`config.mk`:
```
export PLATFORM = sky130hd
export DESIGN_NAME = spi_page_select_and_prescalers
export DESIGN_NICKNAME = d
export VERILOG_FILES = /design/src/shared/page_pkg.sv /design/src/verilog/word_fifo.sv /design/src/verilog/tick_divider.sv /design/src/verilog/spi_page_select_and_prescalers.sv
export SDC_FILE = /design/constraint.sdc
export NUM_CORES = 1
export LEC_CHECK = 0
export BUFFER_PORTS_ARGS = -buffer_cell sky130_fd_sc_hd__buf_2
export CAP_MARGIN = 10
export CORE_ASPECT_RATIO = 1.4
export CORE_UTILIZATION = 55
export DETAILED_ROUTE_END_ITERATION = 10
export PLACE_DENSITY_LB_ADDON = 0.2
export SLEW_MARGIN = 10
export SYNTH_ARGS = -nofsm -noshare
export SYNTH_HDL_FRONTEND = slang
export SYNTH_SLANG_ARGS = --single-unit
export TNS_END_PERCENT = 30
```
`constraint.sdc`:
```
create_clock -name clk_sys_i -period 4.4 [get_ports clk_sys_i]
set_input_delay 0.44 -clock clk_sys_i [delete_from_list [all_inputs] [get_ports clk_sys_i]]
set_output_delay 0.44 -clock clk_sys_i [all_outputs]
set_load 0.01 [all_outputs]
```
`src/shared/page_pkg.sv`:
```
/*
 * Constants shared by the page select, decoder, decipher and prescaler logic.
 * Assumes a 10-bit serial address bus and 16-bit serial data words.
 */
package page_pkg;
   // Bus and field widths
   localparam int ABUS_W     = 10;
   localparam int DATA_W     = 16;
   localparam int PAGE_W     = 3;
   localparam int CORE_DIV_W = 6;
   localparam int OFS_DIV_W  = 8;
   localparam int REGION_W   = 4;
   localparam int REGION_LSB = 6;
   // Queued code word: both choices, address, data
   localparam int CODE_WORD_W = 2 + ABUS_W + DATA_W;
   localparam int FIFO_DEPTH  = 16;
   localparam int LEVEL_W     = 5;
   // Ready drops this close to full, covering the registered ready lag
   localparam logic [4:0] READY_LIMIT = 5'h0d;

   // Register addresses
   localparam logic [9:0] PAGE_SEL_ADDR = 10'h3ff;
   localparam logic [9:0] CORE_DIV_ADDR = 10'h1c0;
   localparam logic [9:0] OFS_DIV_ADDR  = 10'h1c4;
   localparam logic [15:0] REG_RST      = 16'h0000;

   // Page codes
   localparam logic [2:0] PAGE_NONE   = 3'h0;
   localparam logic [2:0] PAGE_CODE1  = 3'h1;
   localparam logic [2:0] PAGE_CODE2  = 3'h2;
   localparam logic [2:0] PAGE_BOTH   = 3'h3;
   localparam logic [2:0] PAGE_COMMON = 3'h4;
   localparam int         PAGE_TOP    = 2;

   // Common page areas, by address bits [9:6]
   localparam logic [3:0] REGION_DATA1 = 4'h0;
   localparam logic [3:0] REGION_DATA2 = 4'h1;
   localparam logic [3:0] REGION_CFG1  = 4'h4;
   localparam logic [3:0] REGION_CFG2  = 4'h5;
   localparam logic [3:0] REGION_IO    = 4'h6;
   localparam logic [3:0] REGION_MAIN  = 4'h7;
   localparam logic [3:0] REGION_DIAG  = 4'h8;

   // Operating mode thresholds on the core divisor
   localparam logic [5:0] SINGLE_MIN_DIV = 6'h01;
   localparam logic [5:0] DUAL_MIN_DIV   = 6'h03;

   // Keystream generator start value and feedback taps
   localparam logic [15:0] CIPHER_SEED = 16'h5a3c;
   localparam logic [15:0] CIPHER_TAPS = 16'hb400;
endpackage

```
`src/verilog/word_fifo.sv`:
```
/*
 * Synchronous FIFO with valid/ready on both sides and a fill level.
 * Assumes one clock and a synchronous active-high reset.
 */
`timescale 1ns/100ps
module word_fifo #(
   parameter int W     = 28,
   parameter int DEPTH = 16,
   parameter int LW    = 5
) (
   input  wire logic          clk_sys_i,
   input  wire logic          rst_i,
   input  wire logic          in_valid_i,
   output wire logic          in_ready_o,
   input  wire logic [W-1:0]  in_data_i,
   output wire logic          out_valid_o,
   input  wire logic          out_ready_i,
   output wire logic [W-1:0]  out_data_o,
   output wire logic [LW-1:0] level_o
);
   localparam int AW = $clog2(DEPTH);
   logic [W-1:0]  mem [DEPTH];  // Word storage
   logic [AW-1:0] wr_ptr_r;     // Next slot to fill
   logic [AW-1:0] rd_ptr_r;     // Oldest slot
   logic [LW-1:0] count_r;      // Words held
   wire           push;
   wire           pop;

   // Honest flags straight from the count
   assign in_ready_o  = (count_r != LW'(DEPTH));
   assign out_valid_o = (count_r != '0);
   assign out_data_o  = mem[rd_ptr_r];
   assign level_o     = count_r;
   assign push        = in_valid_i & in_ready_o;
   assign pop         = out_valid_o & out_ready_i;

   // Storage is not reset; only pointers and count carry control state
   always_ff @(posedge clk_sys_i) begin
      if (push) begin
         mem[wr_ptr_r] <= in_data_i;
      end
   end

   // Pointers and count
   always_ff @(posedge clk_sys_i) begin
      if (rst_i) begin
         wr_ptr_r <= '0;
         rd_ptr_r <= '0;
         count_r  <= '0;
      end else begin
         wr_ptr_r <= wr_ptr_r + AW'(push);
         rd_ptr_r <= rd_ptr_r + AW'(pop);
         count_r  <= count_r + LW'(push) - LW'(pop);
      end
   end
endmodule

```
`src/verilog/tick_divider.sv`:
```
/*
 * Programmable divider giving a one-cycle enable every div+1 cycles.
 * Assumes the divisor may change at any time; the count runs on against the new value.
 */
`timescale 1ns/100ps
module tick_divider #(
   parameter int W = 8
) (
   input  wire logic         clk_sys_i,
   input  wire logic         rst_i,
   input  wire logic [W-1:0] div_i,
   output wire logic         tick_o
);
   logic [W-1:0] cnt_r;   // Cycles since last tick
   logic         tick_r;  // Registered enable pulse
   wire          wrap;

   // Compare with >= so a lowered divisor never overshoots
   assign wrap   = (cnt_r >= div_i);
   assign tick_o = tick_r;

   // Count and pulse
   always_ff @(posedge clk_sys_i) begin
      if (rst_i) begin
         cnt_r  <= '0;
         tick_r <= 1'b0;
      end else begin
         cnt_r  <= wrap ? '0 : cnt_r + W'(1);
         tick_r <= wrap;
      end
   end
endmodule

```
`src/verilog/spi_page_select_and_prescalers.sv`:
```
/*
 * Page select register, area decoder, code download decipher and the
 * core / offset-compensation prescalers behind the serial interface.
 * Assumes the serial slave delivers each access as a one-cycle request
 * with address and data, only while bus_ready_o is high.
 */
`timescale 1ns/100ps
module spi_page_select_and_prescalers (
   input  wire logic        clk_sys_i,
   input  wire logic        rst_i,
   // Serial access port
   input  wire logic        bus_req_i,
   input  wire logic        bus_wr_i,
   input  wire logic [9:0]  a_bus_i,
   input  wire logic [15:0] bus_wdata_i,
   output logic             bus_ready_o,
   output logic             bus_rvalid_o,
   output logic [15:0]      bus_rdata_o,
   // Area selects
   output logic [2:0]       channel1_area_selects_o,
   output logic [2:0]       channel2_area_selects_o,
   output logic             main_sel_o,
   output logic             io_sel_o,
   output logic             diag_sel_o,
   // Deciphered code memory write port
   output logic             code_wr_o,
   input  wire logic        code_ready_i,
   output logic             code_mem1_choice_o,
   output logic             code_mem2_choice_o,
   output logic [9:0]       code_addr_o,
   output logic [15:0]      code_data_o,
   // Prescaled enables and mode permissions
   output logic             prescaled_core_clk_o,
   output logic             offset_comp_clk_o,
   output logic             single_core_ok_o,
   output logic             dual_core_ok_o,
   output logic             flag_drive_ok_o
);
   // Registers; all on the undivided system clock
   logic [2:0]  page_r;
   logic [5:0]  core_divisor_field_r;  // Core divisor
   logic [7:0]  offset_divisor_field_r;// Offset divisor
   logic [15:0] keystream_r;           // Decipher state
   logic        restart_pend_r;        // Restart awaiting drain
   logic        ready_r;
   logic        rvalid_r;
   logic [15:0] rdata_r;
   logic [2:0]  ch1_sel_r;
   logic [2:0]  ch2_sel_r;
   logic        main_sel_r;
   logic        io_sel_r;
   logic        diag_sel_r;
   logic        code_wr_r;
   logic        choice1_r;
   logic        choice2_r;
   logic [9:0]  code_addr_r;
   logic [15:0] code_data_r;
   logic        single_ok_r;
   logic        dual_ok_r;

   // Access decode
   wire         take       = bus_req_i & ready_r;
   wire         wr_take    = take & bus_wr_i;
   wire         rd_take    = take & ~bus_wr_i;
   wire         page_hit   = (a_bus_i == page_pkg::PAGE_SEL_ADDR);
   wire         page_wr    = wr_take & page_hit;
   wire         common     = (page_r == page_pkg::PAGE_COMMON);
   wire         core_hit   = common & (a_bus_i == page_pkg::CORE_DIV_ADDR);
   wire         ofs_hit    = common & (a_bus_i == page_pkg::OFS_DIV_ADDR);
   wire [3:0]   region     = a_bus_i[page_pkg::REGION_LSB +: page_pkg::REGION_W];
   wire         code1_page = (page_r == page_pkg::PAGE_CODE1);
   wire         code2_page = (page_r == page_pkg::PAGE_CODE2);
   wire         both_page  = (page_r == page_pkg::PAGE_BOTH);
   wire         code_page  = code1_page | code2_page | both_page;

   // Page codes with the top bit set collapse to the common page
   wire [2:0]   page_wval  = bus_wdata_i[page_pkg::PAGE_TOP] ?
                             page_pkg::PAGE_COMMON : bus_wdata_i[2:0];

   // Area decoding; page 000 and any other page miss leave all low
   wire         area_ok    = take & ~page_hit;
   wire         com_ok     = area_ok & common;
   wire         c1_code    = area_ok & code1_page & ~bus_wr_i;
   wire         c2_code    = area_ok & code2_page & ~bus_wr_i;
   wire [2:0]   ch1_nxt    = {com_ok & (region == page_pkg::REGION_CFG1),
                              c1_code,
                              com_ok & (region == page_pkg::REGION_DATA1)};
   wire [2:0]   ch2_nxt    = {com_ok & (region == page_pkg::REGION_CFG2),
                              c2_code,
                              com_ok & (region == page_pkg::REGION_DATA2)};
   wire         main_nxt   = com_ok & (region == page_pkg::REGION_MAIN);
   wire         io_nxt     = com_ok & (region == page_pkg::REGION_IO);
   wire         diag_nxt   = com_ok & (region == page_pkg::REGION_DIAG);

   // Code writes go to the queue; reads in page 011 are dropped
   wire         push       = area_ok & code_page & bus_wr_i;
   wire         push_m1    = code1_page | both_page;
   wire         push_m2    = code2_page | both_page;
   wire [27:0]  push_word  = {push_m1, push_m2, a_bus_i, bus_wdata_i};

   // Queue drain side
   wire         q_valid;
   wire         q_in_ready;
   wire [27:0]  q_word;
   wire [4:0]   q_level;
   wire         out_free   = ~code_wr_r | code_ready_i;
   wire         pop        = q_valid & out_free;
   wire         drained    = ~q_valid & ~code_wr_r;
   wire         restart    = restart_pend_r & drained;

   // Every word leaves through the keystream XOR, no bypass path
   wire [15:0]  plain      = q_word[15:0] ^ keystream_r;
   wire         ks_fb      = ^(keystream_r & page_pkg::CIPHER_TAPS);
   wire [15:0]  ks_step    = {keystream_r[14:0], ks_fb};

   // Read mux; reserved bits read zero
   wire [15:0]  rd_mux     = page_hit ? {13'h0000, page_r} :
                             core_hit ? {10'h000, core_divisor_field_r} :
                             {8'h00, offset_divisor_field_r};
   wire         rd_own     = rd_take & (page_hit | core_hit | ofs_hit);

   // Restart request; a new page write wins over the drain clear
   wire         pend_nxt   = page_wr | (restart_pend_r & ~drained);
   // Accept only with room for one more word behind a stale ready
   wire         ready_nxt  = (q_level < page_pkg::READY_LIMIT) & ~pend_nxt;

   // Download queue between the serial side and the code memories
   word_fifo #(
      .W     (page_pkg::CODE_WORD_W),
      .DEPTH (page_pkg::FIFO_DEPTH),
      .LW    (page_pkg::LEVEL_W)
   ) u_fifo (
      .clk_sys_i   (clk_sys_i),
      .rst_i       (rst_i),
      .in_valid_i  (push),
      .in_ready_o  (q_in_ready),
      .in_data_i   (push_word),
      .out_valid_o (q_valid),
      .out_ready_i (out_free),
      .out_data_o  (q_word),
      .level_o     (q_level)
   );

   // Core clock enable, divisor+1
   tick_divider #(
      .W (page_pkg::CORE_DIV_W)
   ) u_core_div (
      .clk_sys_i (clk_sys_i),
      .rst_i     (rst_i),
      .div_i     (core_divisor_field_r),
      .tick_o    (prescaled_core_clk_o)
   );

   // Offset compensation clock enable, divisor+1
   tick_divider #(
      .W (page_pkg::OFS_DIV_W)
   ) u_ofs_div (
      .clk_sys_i (clk_sys_i),
      .rst_i     (rst_i),
      .div_i     (offset_divisor_field_r),
      .tick_o    (offset_comp_clk_o)
   );

   // Page select register, writable from any page
   always_ff @(posedge clk_sys_i) begin
      if (rst_i) begin
         page_r <= page_pkg::PAGE_NONE;
      end else if (page_wr) begin
         page_r <= page_wval;
      end
   end

   // Divider registers; only the divisor bits are stored
   always_ff @(posedge clk_sys_i) begin
      if (rst_i) begin
         core_divisor_field_r   <= page_pkg::REG_RST[5:0];
         offset_divisor_field_r <= page_pkg::REG_RST[7:0];
      end else if (wr_take) begin
         if (core_hit) begin
            core_divisor_field_r <= bus_wdata_i[5:0];
         end
         if (ofs_hit) begin
            offset_divisor_field_r <= bus_wdata_i[7:0];
         end
      end
   end

   // Read answer one cycle after the request
   always_ff @(posedge clk_sys_i) begin
      if (rst_i) begin
         rvalid_r <= 1'b0;
         rdata_r  <= page_pkg::REG_RST;
      end else begin
         rvalid_r <= rd_own;
         rdata_r  <= rd_own ? rd_mux : page_pkg::REG_RST;
      end
   end

   // Registered area selects, one cycle per access
   always_ff @(posedge clk_sys_i) begin
      if (rst_i) begin
         ch1_sel_r  <= 3'h0;
         ch2_sel_r  <= 3'h0;
         main_sel_r <= 1'b0;
         io_sel_r   <= 1'b0;
         diag_sel_r <= 1'b0;
      end else begin
         ch1_sel_r  <= ch1_nxt;
         ch2_sel_r  <= ch2_nxt;
         main_sel_r <= main_nxt;
         io_sel_r   <= io_nxt;
         diag_sel_r <= diag_nxt;
      end
   end

   // Restart flag and serial ready
   always_ff @(posedge clk_sys_i) begin
      if (rst_i) begin
         restart_pend_r <= 1'b0;
         ready_r        <= 1'b0;
      end else begin
         restart_pend_r <= pend_nxt;
         ready_r        <= ready_nxt;
      end
   end

   // Keystream: restart waits for the queue to drain so that words
   // sent under the old page keep their own stream position
   always_ff @(posedge clk_sys_i) begin
      if (rst_i) begin
         keystream_r <= page_pkg::CIPHER_SEED;
      end else if (restart) begin
         keystream_r <= page_pkg::CIPHER_SEED;
      end else if (pop) begin
         keystream_r <= ks_step;
      end
   end

   // Code write stage, held until the memory takes it
   always_ff @(posedge clk_sys_i) begin
      if (rst_i) begin
         code_wr_r   <= 1'b0;
         choice1_r   <= 1'b0;
         choice2_r   <= 1'b0;
         code_addr_r <= 10'h000;
         code_data_r <= page_pkg::REG_RST;
      end else if (out_free) begin
         code_wr_r   <= q_valid;
         choice1_r   <= q_valid & q_word[27];
         choice2_r   <= q_valid & q_word[26];
         code_addr_r <= q_word[25:16];
         code_data_r <= plain;
      end
   end

   // Mode permissions from the core divisor
   always_ff @(posedge clk_sys_i) begin
      if (rst_i) begin
         single_ok_r <= 1'b0;
         dual_ok_r   <= 1'b0;
      end else begin
         single_ok_r <= (core_divisor_field_r >= page_pkg::SINGLE_MIN_DIV);
         dual_ok_r   <= (core_divisor_field_r >= page_pkg::DUAL_MIN_DIV);
      end
   end

   assign bus_ready_o             = ready_r;
   assign bus_rvalid_o            = rvalid_r;
   assign bus_rdata_o             = rdata_r;
   assign channel1_area_selects_o = ch1_sel_r;
   assign channel2_area_selects_o = ch2_sel_r;
   assign main_sel_o              = main_sel_r;
   assign io_sel_o                = io_sel_r;
   assign diag_sel_o              = diag_sel_r;
   assign code_wr_o               = code_wr_r;
   assign code_mem1_choice_o      = choice1_r;
   assign code_mem2_choice_o      = choice2_r;
   assign code_addr_o             = code_addr_r;
   assign code_data_o             = code_data_r;
   assign single_core_ok_o        = single_ok_r;
   assign flag_drive_ok_o         = single_ok_r;
   assign dual_core_ok_o          = dual_ok_r;

   // Helper: cycles since the last core tick
   logic [7:0] gap_r;
   logic       gap_ok_r;
   always_ff @(posedge clk_sys_i) begin
      if (rst_i) begin
         gap_r    <= 8'h00;
         gap_ok_r <= 1'b0;
      end else if (prescaled_core_clk_o) begin
         gap_r    <= 8'h00;
         gap_ok_r <= ~(wr_take & core_hit);
      end else begin
         gap_r    <= gap_r + 8'h01;
         gap_ok_r <= gap_ok_r & ~(wr_take & core_hit);
      end
   end
endmodule

```
==> Yosys cells after proc, flatten, opt, wreduce, memory -nomap -nowiden <==
Memory sizes are Yosys's and may differ from the RTL's. A register that Yosys moved wholly into a read port is not among the register bits.
Cells that the tools add are included.
{ "word_totals": {"ff_bits": 113, "latchBits": 0, "ram_bits": 448, "mem_bits_ro": 0, "in_bits": 31, "out_inout_bits": 61, "memories": 1} }
{ "mem_list": {"columns": ["memory", "depth", "word_bits", "rd", "rd_ports_with_merged_regs", "wr", "line_no", "text"], "rows": [
  ["u_fifo.mem", 16, 28, 1, 1, 1, "word_fifo.sv:22", "logic [W-1:0] mem [DEPTH];"]
]} }
{ "op_classes": {"n_addsub": 6, "mul": 0, "div": 0, "n_lt_le_gt_ge": 5, "n_eq_ne": 14, "n_shift": 0, "muxes": 6, "n_bitwise": 46, "n_reduce_logical": 11} }
{ "op_table": {"columns": ["cell", "count"], "rows": [
  ["$and 1x1->1", 30],
  ["$eq 10x9->1 const B", 2],
  ["$eq 4x3->1 const B", 4],
  ["$reduce_xor 16->1", 1],
  ["$xor 16x16->16", 1],
  ["$eq 10x10->1 const B", 1],
  ["$add 4x1->4", 2],
  ["$add 8x1->8 const B", 1],
  ["$ge 8x8->1", 1],
  ["$or 1x1->1", 8],
  ["$reduce_or 2->1", 4],
  ["$not 1->1", 7],
  ["$add 6x1->6 const B", 1],
  ["$eq 3x2->1 const B", 2],
  ["$ge 6x1->1 const B", 1],
  ["$ge 6x2->1 const B", 1],
  ["$ge 6x6->1", 1],
  ["$mux 3", 2],
  ["$mux 6", 1],
  ["$add 5x1->5", 1],
  ["$lt 5x4->1 const B", 1],
  ["$ne 5x5->1 const B", 1],
  ["$reduce_bool 5->1", 1],
  ["$sub 5x1->5", 1],
  ["10 further kinds", 12]
]} }

==> Logic depth before layout (Yosys ltp) <==
Gate-level depths: netlist of run 1.
{ "depth": {"word_depth": 8, "depth_mapped": 16, "ltp_nobuf": 15} }

==> Hierarchy <==
Synthesis of run 1 repeated with hierarchy kept, for this count alone.
{ "hier_totals": {"hier_cells": 1251, "hier_area_um2": 22193.8} }
{ "modules_own_cells": {"columns": ["module", "instances", "cells_per_inst", "area_per_inst_um2"], "rows": [
  ["word_fifo", 1, 773, 17688.2],
  ["spi_page_select_and_prescalers", 1, 373, 3468.3],
  ["tick_divider at u_ofs_div", 1, 59, 590.6],
  ["tick_divider at u_core_div", 1, 46, 446.7]
]} }

==> Worst setup path after synthesis of run 1 <==
OpenSTA, ideal clock, no wires.
{ "synth_timing": {"path_type": "input-to-reg", "startpoint": "input port a_bus_i[2]", "endpoint": "memory u_fifo.mem[0][0] (enable)", "setup_ns": 0.484, "t_arrival_ns": 4.321, "required_time_ns": 3.916, "slack_ns": -0.405, "stages": 6, "n_path_buf": 1, "path_cell_list": "clkbuf_1 > nand4_1 > nor4_1 > nor4_1 > nand2b_1 > nor4_1"} }
{ "synth_via": {"elab_chain_len": 8} }
{ "synth_lines": {"columns": ["element", "line_no", "text"], "rows": [
  ["start, declared", "spi_page_select_and_prescalers.sv:14", "input wire logic [9:0] a_bus_i,"],
  ["$eq 10x10->1", "spi_page_select_and_prescalers.sv:65", "wire page_hit = (a_bus_i == page_pkg::PAGE_SEL_ADDR);"],
  ["$not 1->1", "spi_page_select_and_prescalers.sv:81", "wire area_ok = take & ~page_hit;"],
  ["$and 1x1->1", "spi_page_select_and_prescalers.sv:81", null],
  ["$and 1x1->1 (2 in a row)", "spi_page_select_and_prescalers.sv:96", "wire push = area_ok & code_page & bus_wr_i;"],
  ["$and 1x1->1", "word_fifo.sv:34", "assign push = in_valid_i & in_ready_o;"],
  ["$mux 1", "word_fifo.sv:39", "if (push) begin"],
  ["$mux 1 (not written as such)", "word_fifo.sv:40", "mem[wr_ptr_r] <= in_data_i;"],
  ["end, declared", "word_fifo.sv:22", null]
]} }
No other way between the ends.

==> Worst setup path in the final report of run 1 <==
{ "layout_timing": {"startpoint": "register u_fifo.count_r[2], in the netlist u_fifo.level_o[2]", "endpoint": "register u_fifo.count_r[4], in the netlist u_fifo.level_o[4]"} }
{ "layout_via": {"elab_chain_len": 4} }
{ "layout_lines": {"columns": ["element", "line_no", "text"], "rows": [
  ["start, declared", "word_fifo.sv:25", "logic [LW-1:0] count_r;"],
  ["start signal, assigned", "word_fifo.sv:53", "count_r <= count_r + LW'(push) - LW'(pop);"],
  ["$ne 5x5->1", "word_fifo.sv:30", "assign in_ready_o = (count_r != LW'(DEPTH));"],
  ["$and 1x1->1", "word_fifo.sv:34", null],
  ["$add 5x1->5", "word_fifo.sv:53", null],
  ["$sub 5x1->5 (*)", "word_fifo.sv:53", null]
]} }
Mark *: on every way between the ends. The rest lies on a longest branch, timed or not.
A chain may end at the register's enable or synchronous reset.

==> results of run 1 <==
[area by class of cell]
cell class	instances	share of cell area (%)
multi-input combinational	560	23.4
timing repair buffer	126	3.01
clock buffer	62	5.48
inverter	46	0.692
tap	528	2.65
sequential	561	63.0
clock inverter	33	1.78
[cells by family (layout without fill, tap and decap cells)]
group                    after synthesis  count (layout)
flip-flops                           561             561
buffers and inverters                115             267
XOR/XNOR                              20              20
other                                  1               8
multiplexers                         186             186
adder cells (fa/ha/maj)               30              30
AND/OR/NAND/NOR                      178             178
AO/OA/AOI/OAI                        138             138
[registers in the layout, indices dropped and copies added (netlist names), 3 cells and up]
register and count:
bus_rdata_o 8, channel1_area_selects_o 3, channel2_area_selects_o 3, code_addr_o 10
code_data_o 16, core_divisor_field_r 6, keystream_r 16, offset_divisor_field_r 8
page_r 3, u_core_div.cnt_r 6, u_fifo.level_o 5, u_fifo.mem 448
u_fifo.rd_ptr_r 4, u_fifo.wr_ptr_r 4, u_ofs_div.cnt_r 8
[where the power goes]
part	internal [W]	switching, W	total [W]
sequential	0.00592	0.000258	0.00618
clock	0.00276	0.00193	0.00470
combinational	0.000935	0.00102	0.00196
[cell usage after synthesis, types with 17 or more instances]
| cell type | instances | area, sq um |
|---|---|---|
| sky130_fd_sc_hd__a21oi_1 | 38 | 190 |
| sky130_fd_sc_hd__buf_2 | 17 | 85.1 |
| sky130_fd_sc_hd__clkbuf_1 | 31 | 116 |
| sky130_fd_sc_hd__dfxtp_1 | 113 | 2260 |
| sky130_fd_sc_hd__edfxtp_1 | 448 | 13500 |
| sky130_fd_sc_hd__ha_1 | 29 | 363 |
| sky130_fd_sc_hd__inv_1 | 46 | 173 |
| sky130_fd_sc_hd__mux2i_1 | 74 | 741 |
| sky130_fd_sc_hd__mux4_2 | 112 | 2520 |
| sky130_fd_sc_hd__nand2_1 | 42 | 158 |
| sky130_fd_sc_hd__nor2_1 | 45 | 169 |
| sky130_fd_sc_hd__nor3_1 | 18 | 90.1 |
| sky130_fd_sc_hd__o21ai_0 | 18 | 90.1 |
[per-stage QoR]
| step | utilization, % | power [W] | cells |
|---|---|---|---|
| 6_report | 63.3 | 0.0128 | 1916 |
| 5_1_grt | 63.3 | 0.0133 | 1916 |
| 4_1_cts | 63.3 | 0.0129 | 1916 |
| 3_5_place_dp | 58.7 | 0.00826 | 1821 |
| 3_3_place_gp | 58.7 | 0.00822 | 1821 |
| 2_1_floorplan | - | 0.00762 | 1236 |
[worst max path at each step]
stage                                 startpoint                                endpoint  slack, ps  depth (start not counted)
finish              u_fifo.level_o[2]$_SDFF_PP0_            u_fifo.level_o[4]$_SDFF_PP0_       1470                         16
global route        u_fifo.level_o[2]$_SDFF_PP0_            u_fifo.level_o[4]$_SDFF_PP0_       1260                         16
CTS                 u_fifo.level_o[2]$_SDFF_PP0_            u_fifo.level_o[4]$_SDFF_PP0_       1480                         16
detailed placement                    a_bus_i[1]  offset_divisor_field_r[0]$_SDFFE_PP0P_       1420                          6
global placement                      a_bus_i[1]  offset_divisor_field_r[5]$_SDFFE_PP0P_       1450                          6
floorplan                             a_bus_i[2]              u_fifo.mem[1][0]$_DFFE_PP_       -400                          6
[routing by layer]
layer	share of wire, %	routed length, um
met4	2.9	1390
met3	6.1	2890
met1	39	18700
met5	0	0
met2	52	24700
==> run summary, run 1 <==
The worst hold path terminates at channel2_area_selects_o[1]$_SDFF_PP0_. The data required time of the critical path was 4850 ps. The area used by multi-input combinational logic came out at 0.00583 sq mm. The terminus of the critical flop-to-flop path is u_fifo.level_o[4]$_SDFF_PP0_. Summing all flip-flop and latch instances after layout gives 0.0157 sq mm.

For the worst-skew pair, the clock arrives at the later sink with an insertion delay of 590 ps. After Yosys synthesis, XOR and XNOR cells account for 0.799% of the synthesized area. The combined buffer and inverter count along the critical path is 6, and the post-synthesis mux area share is 14.9%. The number of buffer cells added on primary ports came out at 83. The tools report the met2 demand-to-capacity share in global routing as 42.1%. OpenSTA, run right after detailed placement, puts the worst setup slack at 1420 ps. Weighted congestion reported at the end of routability-driven placement: 0.814. The maximum frequency from static timing analysis came out at 341 MHz.

The worst-path maximum fanout is 7. The flow ran to the end, and the final reports show no timing, DRC or antenna violations. Adding up every negative setup slack in the final design gives 0 ps.

Power spread over the standard cell area amounts to 514 mW/mm^2. The run gives 0 as the total of max-cap violations. Once detail routing completed, the nets flagged for antenna violations numbered 0. The startpoint of the worst-slack reg-to-reg timing path is u_fifo.level_o[2]$_SDFF_PP0_. The prevailing post-synth register cell is sky130_fd_sc_hd__edfxtp_1.

The critical path goes through inv_1, ha_1, nor4b_1, buf_4, nand2b_1, inv_1, ha_1, inv_1, ha_1, inv_1, fa_1, inv_1, a21oi_1, o21bai_1, xnor2_1, nor2_1. In this run the clock root is driven by a sky130_fd_sc_hd__clkbuf_16. The average instance in the mapped netlist occupies 17.8 sq um. The via count of the first global-routing pass is 11600, and the area of the mapped netlist is 0.0219 sq mm. 92 I/O pins were placed. The hold-fix buffer count after cts is 0, and the final global-route overflow total is 0.

Summing all placed instances gives a cell area of 0.0231 sq mm. The die is 171 um wide. Of the total synthesized cell area, the portion taken by AND, OR, NAND and NOR gates is 4.16%. In the global route stage, met1 resource usage came out at 31.0%. Dominant combinational cell family by area after synthesis: multiplexers. For the final database, setup skew stands at 14.8 ps.

Global routing consumed, on the met3 layer, 4.98% of the routing resources. The remaining routing DRC violations is 0. The startpoint identified for the worst hold timing path is bus_wr_i. In the final layout, the share of cells above drive strength 1 is 25.1%. In this run the number of H-tree levels came out at 2. Setup repair after global routing left no endpoint under its margin. The synthesized instance count is 1229, and the height of the die is 238 um. The initialized floorplan defines 86 standard-cell rows. Hold-critical path depth: 2. The worst setup path is captured at a flop.

The initial cell density of the core was 55.7%. In this design, the largest share of critical-path delay is due to adder cells. The final period demand of the worst path was 2930 ps; the area overhead of the layout relative to synthesis was 13.7%. Busiest layer in global routing: met2. In this run the register-to-register setup slack is 1470 ps. The fraction of the cycle the final worst path needs was 66.6%. In this run the worst hold path is classified as in2reg. The number of antenna violations at the first check in global routing is 0. Setup violations remaining at the end of the flow were counted as 0.

Across all layers, the routed design uses 11300 vias. The library cells used most frequently in the layout, excluding fill and tap cells, are sky130_fd_sc_hd__edfxtp_1, sky130_fd_sc_hd__mux4_2, sky130_fd_sc_hd__dfxtp_1, sky130_fd_sc_hd__buf_2, sky130_fd_sc_hd__mux2i_1. Counting distinct cell types in the post-synthesis netlist gives 53.

Across the VDD grid, the largest voltage drop is 0.368 mV. The run gives 0 as the number of antenna repair diodes. The tools report the core box area as 0.0394 sq mm. The worst setup path is launched from a flop.

Measured in cells, the most critical reg-to-reg path has a length of 16. The compound-cell area share of the yosys netlist came out at 4.46%. The flip-flop and latch count after synthesis works out to 561.

Leaving out fill and tap cells, the most frequent cell in the layout is sky130_fd_sc_hd__edfxtp_1. For this run, the number of Yosys warnings is 0. The critical path in this run is classified as reg2reg.

After synthesis, the share of flip-flops with an asynchronous set or reset is 0%. The first detailed-routing pass ran for 5 iterations. The worst pin sits at a relative slew slack of 12.2%. At the worst endpoint, the arrival time is 3380 ps. The run gives 0 as the buffer count from post-CTS setup fixing. TritonCTS built the clock tree. Entering global routing, the biggest net connects 41 pins.

For this design, the sink count on the clock tree is 561. Counting the buffers created by CTS gives 51. In this run, the number of DRC markers left after iteration 0 of detailed routing was 840. Master of the slowest instance on the critical path: sky130_fd_sc_hd__fa_1. In the routed layout, each cell is associated on average with a via count of 5.92.

At the pin with the least slew margin, the transition time is 1310 ps. The count of endpoints failing hold in the final timing report was 0. After clock tree synthesis, the clock-pin slew on the worst setup and hold paths is 60 ps. Setup slack on the critical path of the routed design comes to 1470 ps. Detailed placement ended at an HPWL of 30.0 mm. The run gives 198 ps as the worst-case hold slack. The total routing usage reported by global routing came out at 24.5%. The cell that appears most often on the critical path is sky130_fd_sc_hd__inv_1. Final wirelength: 47.7 mm.

The number of filler instances in the final layout came out at 2792. The final layout contains 1407 nets. The post-cts sizing count was 0; the global-route wire length before repair was 72.1 mm. Of the synthesized area, sequential elements account for 71.7%.

The logs give 0.0407 sq mm for the die area and 8.26 nW for the reported leakage power. Routed length per instance: 24.9 um. The finished cells cover 0.0249 sq mm. For the final count of pins violating max slew, the log shows 0. The number of enable flip-flop cells after synthesis was 448; the critical path's largest stage delay was 400 ps.

No sink is reached through more buffers than the 3 on the longest clock path. After Yosys synthesis, full adders, half adders and majority gates account for 1.75% of the synthesized area.
No activity file was read; power rests on OpenSTA's default activity.
==> inputs of run 2 (changes only) <==
- clock period: 4.4 -> 2.6 ns (I/O delays scaled with it)
==> run 2 against run 1 <==
Setup slack got worse by 1300 ps; cell count rose by 2.5%; clock skew rose by 0.66 ps; combinational power rose by 85%; largest power group unchanged; clock-buffer cell count rose by 1; final area rose by 2.7%; hold slack got worse by 170 ps.
==> run summary, run 2 (synthesis gave the netlist of run 1 again) <==
The flow ran to the end, and the final reports show no timing, DRC or antenna violations. The weighted congestion reported at the end of routability-driven placement was 0.847 (was 0.814). Most frequent cells in the layout: sky130_fd_sc_hd__edfxtp_1, sky130_fd_sc_hd__mux4_2, sky130_fd_sc_hd__dfxtp_1, sky130_fd_sc_hd__buf_2, sky130_fd_sc_hd__mux2i_1 (unchanged).

The placed wire-length estimate after detailed placement is 31.3 mm (was 30.0 mm), and the number of flip-flops in the largest register is 448 (unchanged). The via count normalized by instance count was 5.94 (was 5.92). The data required time of the critical path was 3060 ps (was 4850 ps); the maximum buffer depth of the clock tree was 3 (unchanged). The run gives 0 ps (unchanged) as the aggregate negative setup slack. The maximum number of pins on one net before global-route repair is 35 (was 41).

The setup violation total in the final timing report was 0 (unchanged). The run gives 92 (unchanged) as the boundary pin count. The detailed-routing iteration count for the pre-antenna-repair pass came out at 5 (unchanged). The initial cell density of the core was 55.7% (unchanged). The critical path data arrival time was 2880 ps (was 3380 ps). The global-route wire length before repair was 73.1 mm (was 72.1 mm); the worst-case hold slack was 24.6 ps (was 198 ps). The remaining antenna violation count after routing was 0 (unchanged). The maximum frequency from static timing analysis was 413 MHz (was 341 MHz); the slew at the pin with the worst max-slew slack was 921 ps (was 1310 ps). Fraction of the cycle the final worst path needs: 93.1% (was 66.6%). The final period demand of the worst path works out to 2420 ps (was 2930 ps).

For the number of nets in the layout, the log shows 1454 (was 1407). The worst-path maximum fanout is 4 (was 7). The tools report the total routing usage reported by global routing as 25.0% (was 24.5%).

The number of filler instances in the final layout is 2810 (was 2792). The height of the die is 238 um (unchanged), and the depth of the CTS H-tree is 2 (unchanged). The area overhead of the layout relative to synthesis came out at 16.8% (was 13.7%). The worst supply voltage drop on vdd is 0.601 mV (was 0.368 mV), and the iteration-0 DRC count of the detailed router is 975 (was 840). The number of clock sinks seen by CTS was 561 (unchanged). The logs give 0 (unchanged) for the count of endpoints failing hold in the final timing report and 0 (unchanged) for the total of max-cap violations. The die extent in x is 171 um (unchanged), and the count of non-filler cells in the finished layout is 1963 (was 1916).

Area of placed instances: 0.0239 sq mm (was 0.0231 sq mm). The cell area power density is 837 mW/mm^2 (was 514 mW/mm^2). The most flop-heavy register is u_fifo.mem (unchanged). The fraction of final layout cells sized beyond drive strength 1 was 27.8% (was 25.1%). For the via count of the first global-routing pass, the log shows 12100 (was 11600). Setup repair after global routing could not meet its margin everywhere. The run gives 65.0% (was 63.3%) as the final design utilization.

The run gives 0 (unchanged) as the final count of pins violating max slew. For the insertion delay of the later-clocked pin in the worst-skew pair, the log shows 570 ps (was 590 ps). The routed length per instance was 24.9 um (about the same).

The worst setup skew after layout came out at 15.4 ps (was 14.8 ps). The final global-route overflow total came out at 0 (unchanged). TritonCTS built the clock tree.

The number of antenna violations at the first check in global routing is 2 (was 0), and the final wirelength is 48.9 mm (was 47.7 mm). Final standard cell area without fillers: 0.0256 sq mm (was 0.0249 sq mm). The leading cell type in the layout, fill and taps excluded is sky130_fd_sc_hd__edfxtp_1 (unchanged).

The number of buffer cells added on primary ports is 83 (unchanged), and the reported leakage power is 8.62 nW (was 8.26 nW). The clock-pin slew reported for the worst setup and hold paths after clock tree synthesis works out to 70 ps (was 60 ps). The core box area is 0.0394 sq mm (unchanged), and the remaining routing DRC violations is 0 (unchanged). The remaining max-slew budget at the tightest pin was 38.6% (was 12.2%). The worst hold-check path type was in2reg (unchanged).

Startpoint type of the worst setup path: a flop (unchanged). The routed via count was 11700 (was 11300). Path type of the worst setup path: reg2reg (unchanged). The logs give 86 (unchanged) for the standard-cell row count and 0.0407 sq mm (unchanged) for the die area. The total placed cells including tap cells is 1866 (was 1821), and the number of buffers created by CTS is 50 (was 51). The tools report the endpoint type of the worst setup path as a flop (unchanged).

Library cell used as clock root buffer: sky130_fd_sc_hd__clkbuf_16 (unchanged).
run 2: per-layer routing:
layer | vias up | routed length [um] | track usage [%] | share of wire [%]
met5 | - | 13 | 0 | 0.027
met4 | 2 | 1300 | 8.33 | 2.6
met3 | 87 | 2250 | 3.13 | 4.6
met2 | 340 | 26000 | 44.3 | 53
met1 | 6027 | 19400 | 31.6 | 40
li1 | 5205 | - | - | -
run 2: worst max-delay path, cell delays in order, from the launching register on:
cell and delay, ps:
sky130_fd_sc_hd__dfxtp_2 340, sky130_fd_sc_hd__inv_2 70, sky130_fd_sc_hd__ha_4 130, sky130_fd_sc_hd__nor4b_4 200, sky130_fd_sc_hd__nand2b_4 170, sky130_fd_sc_hd__inv_1 60, sky130_fd_sc_hd__ha_1 260, sky130_fd_sc_hd__inv_1 60
sky130_fd_sc_hd__ha_2 160, sky130_fd_sc_hd__inv_1 50, sky130_fd_sc_hd__fa_2 340, sky130_fd_sc_hd__inv_1 60, sky130_fd_sc_hd__a21oi_1 60, sky130_fd_sc_hd__o21bai_1 160, sky130_fd_sc_hd__xnor2_1 140, sky130_fd_sc_hd__nor2_1 50
run 2: path summary, 6_finish.rpt:
kind,startpoint,slack [ps],endpoint,cells past startpoint
worst min register to register,keystream_r[5]$_SDFFE_PP1P_,460,keystream_r[6]$_SDFFE_PP0P_,2
worst min-delay path,a_bus_i[7],20,main_sel_o$_SDFF_PP0_,3
worst max register to register,u_fifo.level_o[2]$_SDFF_PP0_,180,u_fifo.level_o[4]$_SDFF_PP0_,15
worst max-delay path,u_fifo.level_o[2]$_SDFF_PP0_,180,u_fifo.level_o[4]$_SDFF_PP0_,15
run 2: what timing repair did:
action,4_1_cts,5_1_grt
hold endpoints to repair,5,0
setup endpoints to repair,0,2
hold buffers,2,0
buffers inserted,0,1
gates resized for setup,0,5
run 2: stage by stage:
step	worst slack (ps)	power (W)
finish	178	0.0214
CTS	73.8	0.0216
detailed placement	-21.0	0.0142
global placement	-53.5	0.0141
global route	-34.5	0.0223
floorplan	-184	0.0130
run 2: where the power goes:
part           internal (W)  total (W)  switching [W]
Sequential           0.0100     0.0104       0.000349
Clock               0.00430    0.00745        0.00315
Combinational       0.00174    0.00362        0.00188
Total                0.0161     0.0214        0.00538
run 2: area by class of cell:
class,instances,area (sq um),area share [%]
Sequential cell,561,15700,61.4
Multi-Input combinational cell,560,5970,23.3
Timing Repair Buffer,174,1400,5.48
Clock buffer,63,1390,5.44
Tap cell,528,661,2.58
Clock inverter,30,278,1.08
Inverter,46,173,0.674
Antenna cell,1,2.50,0.00977
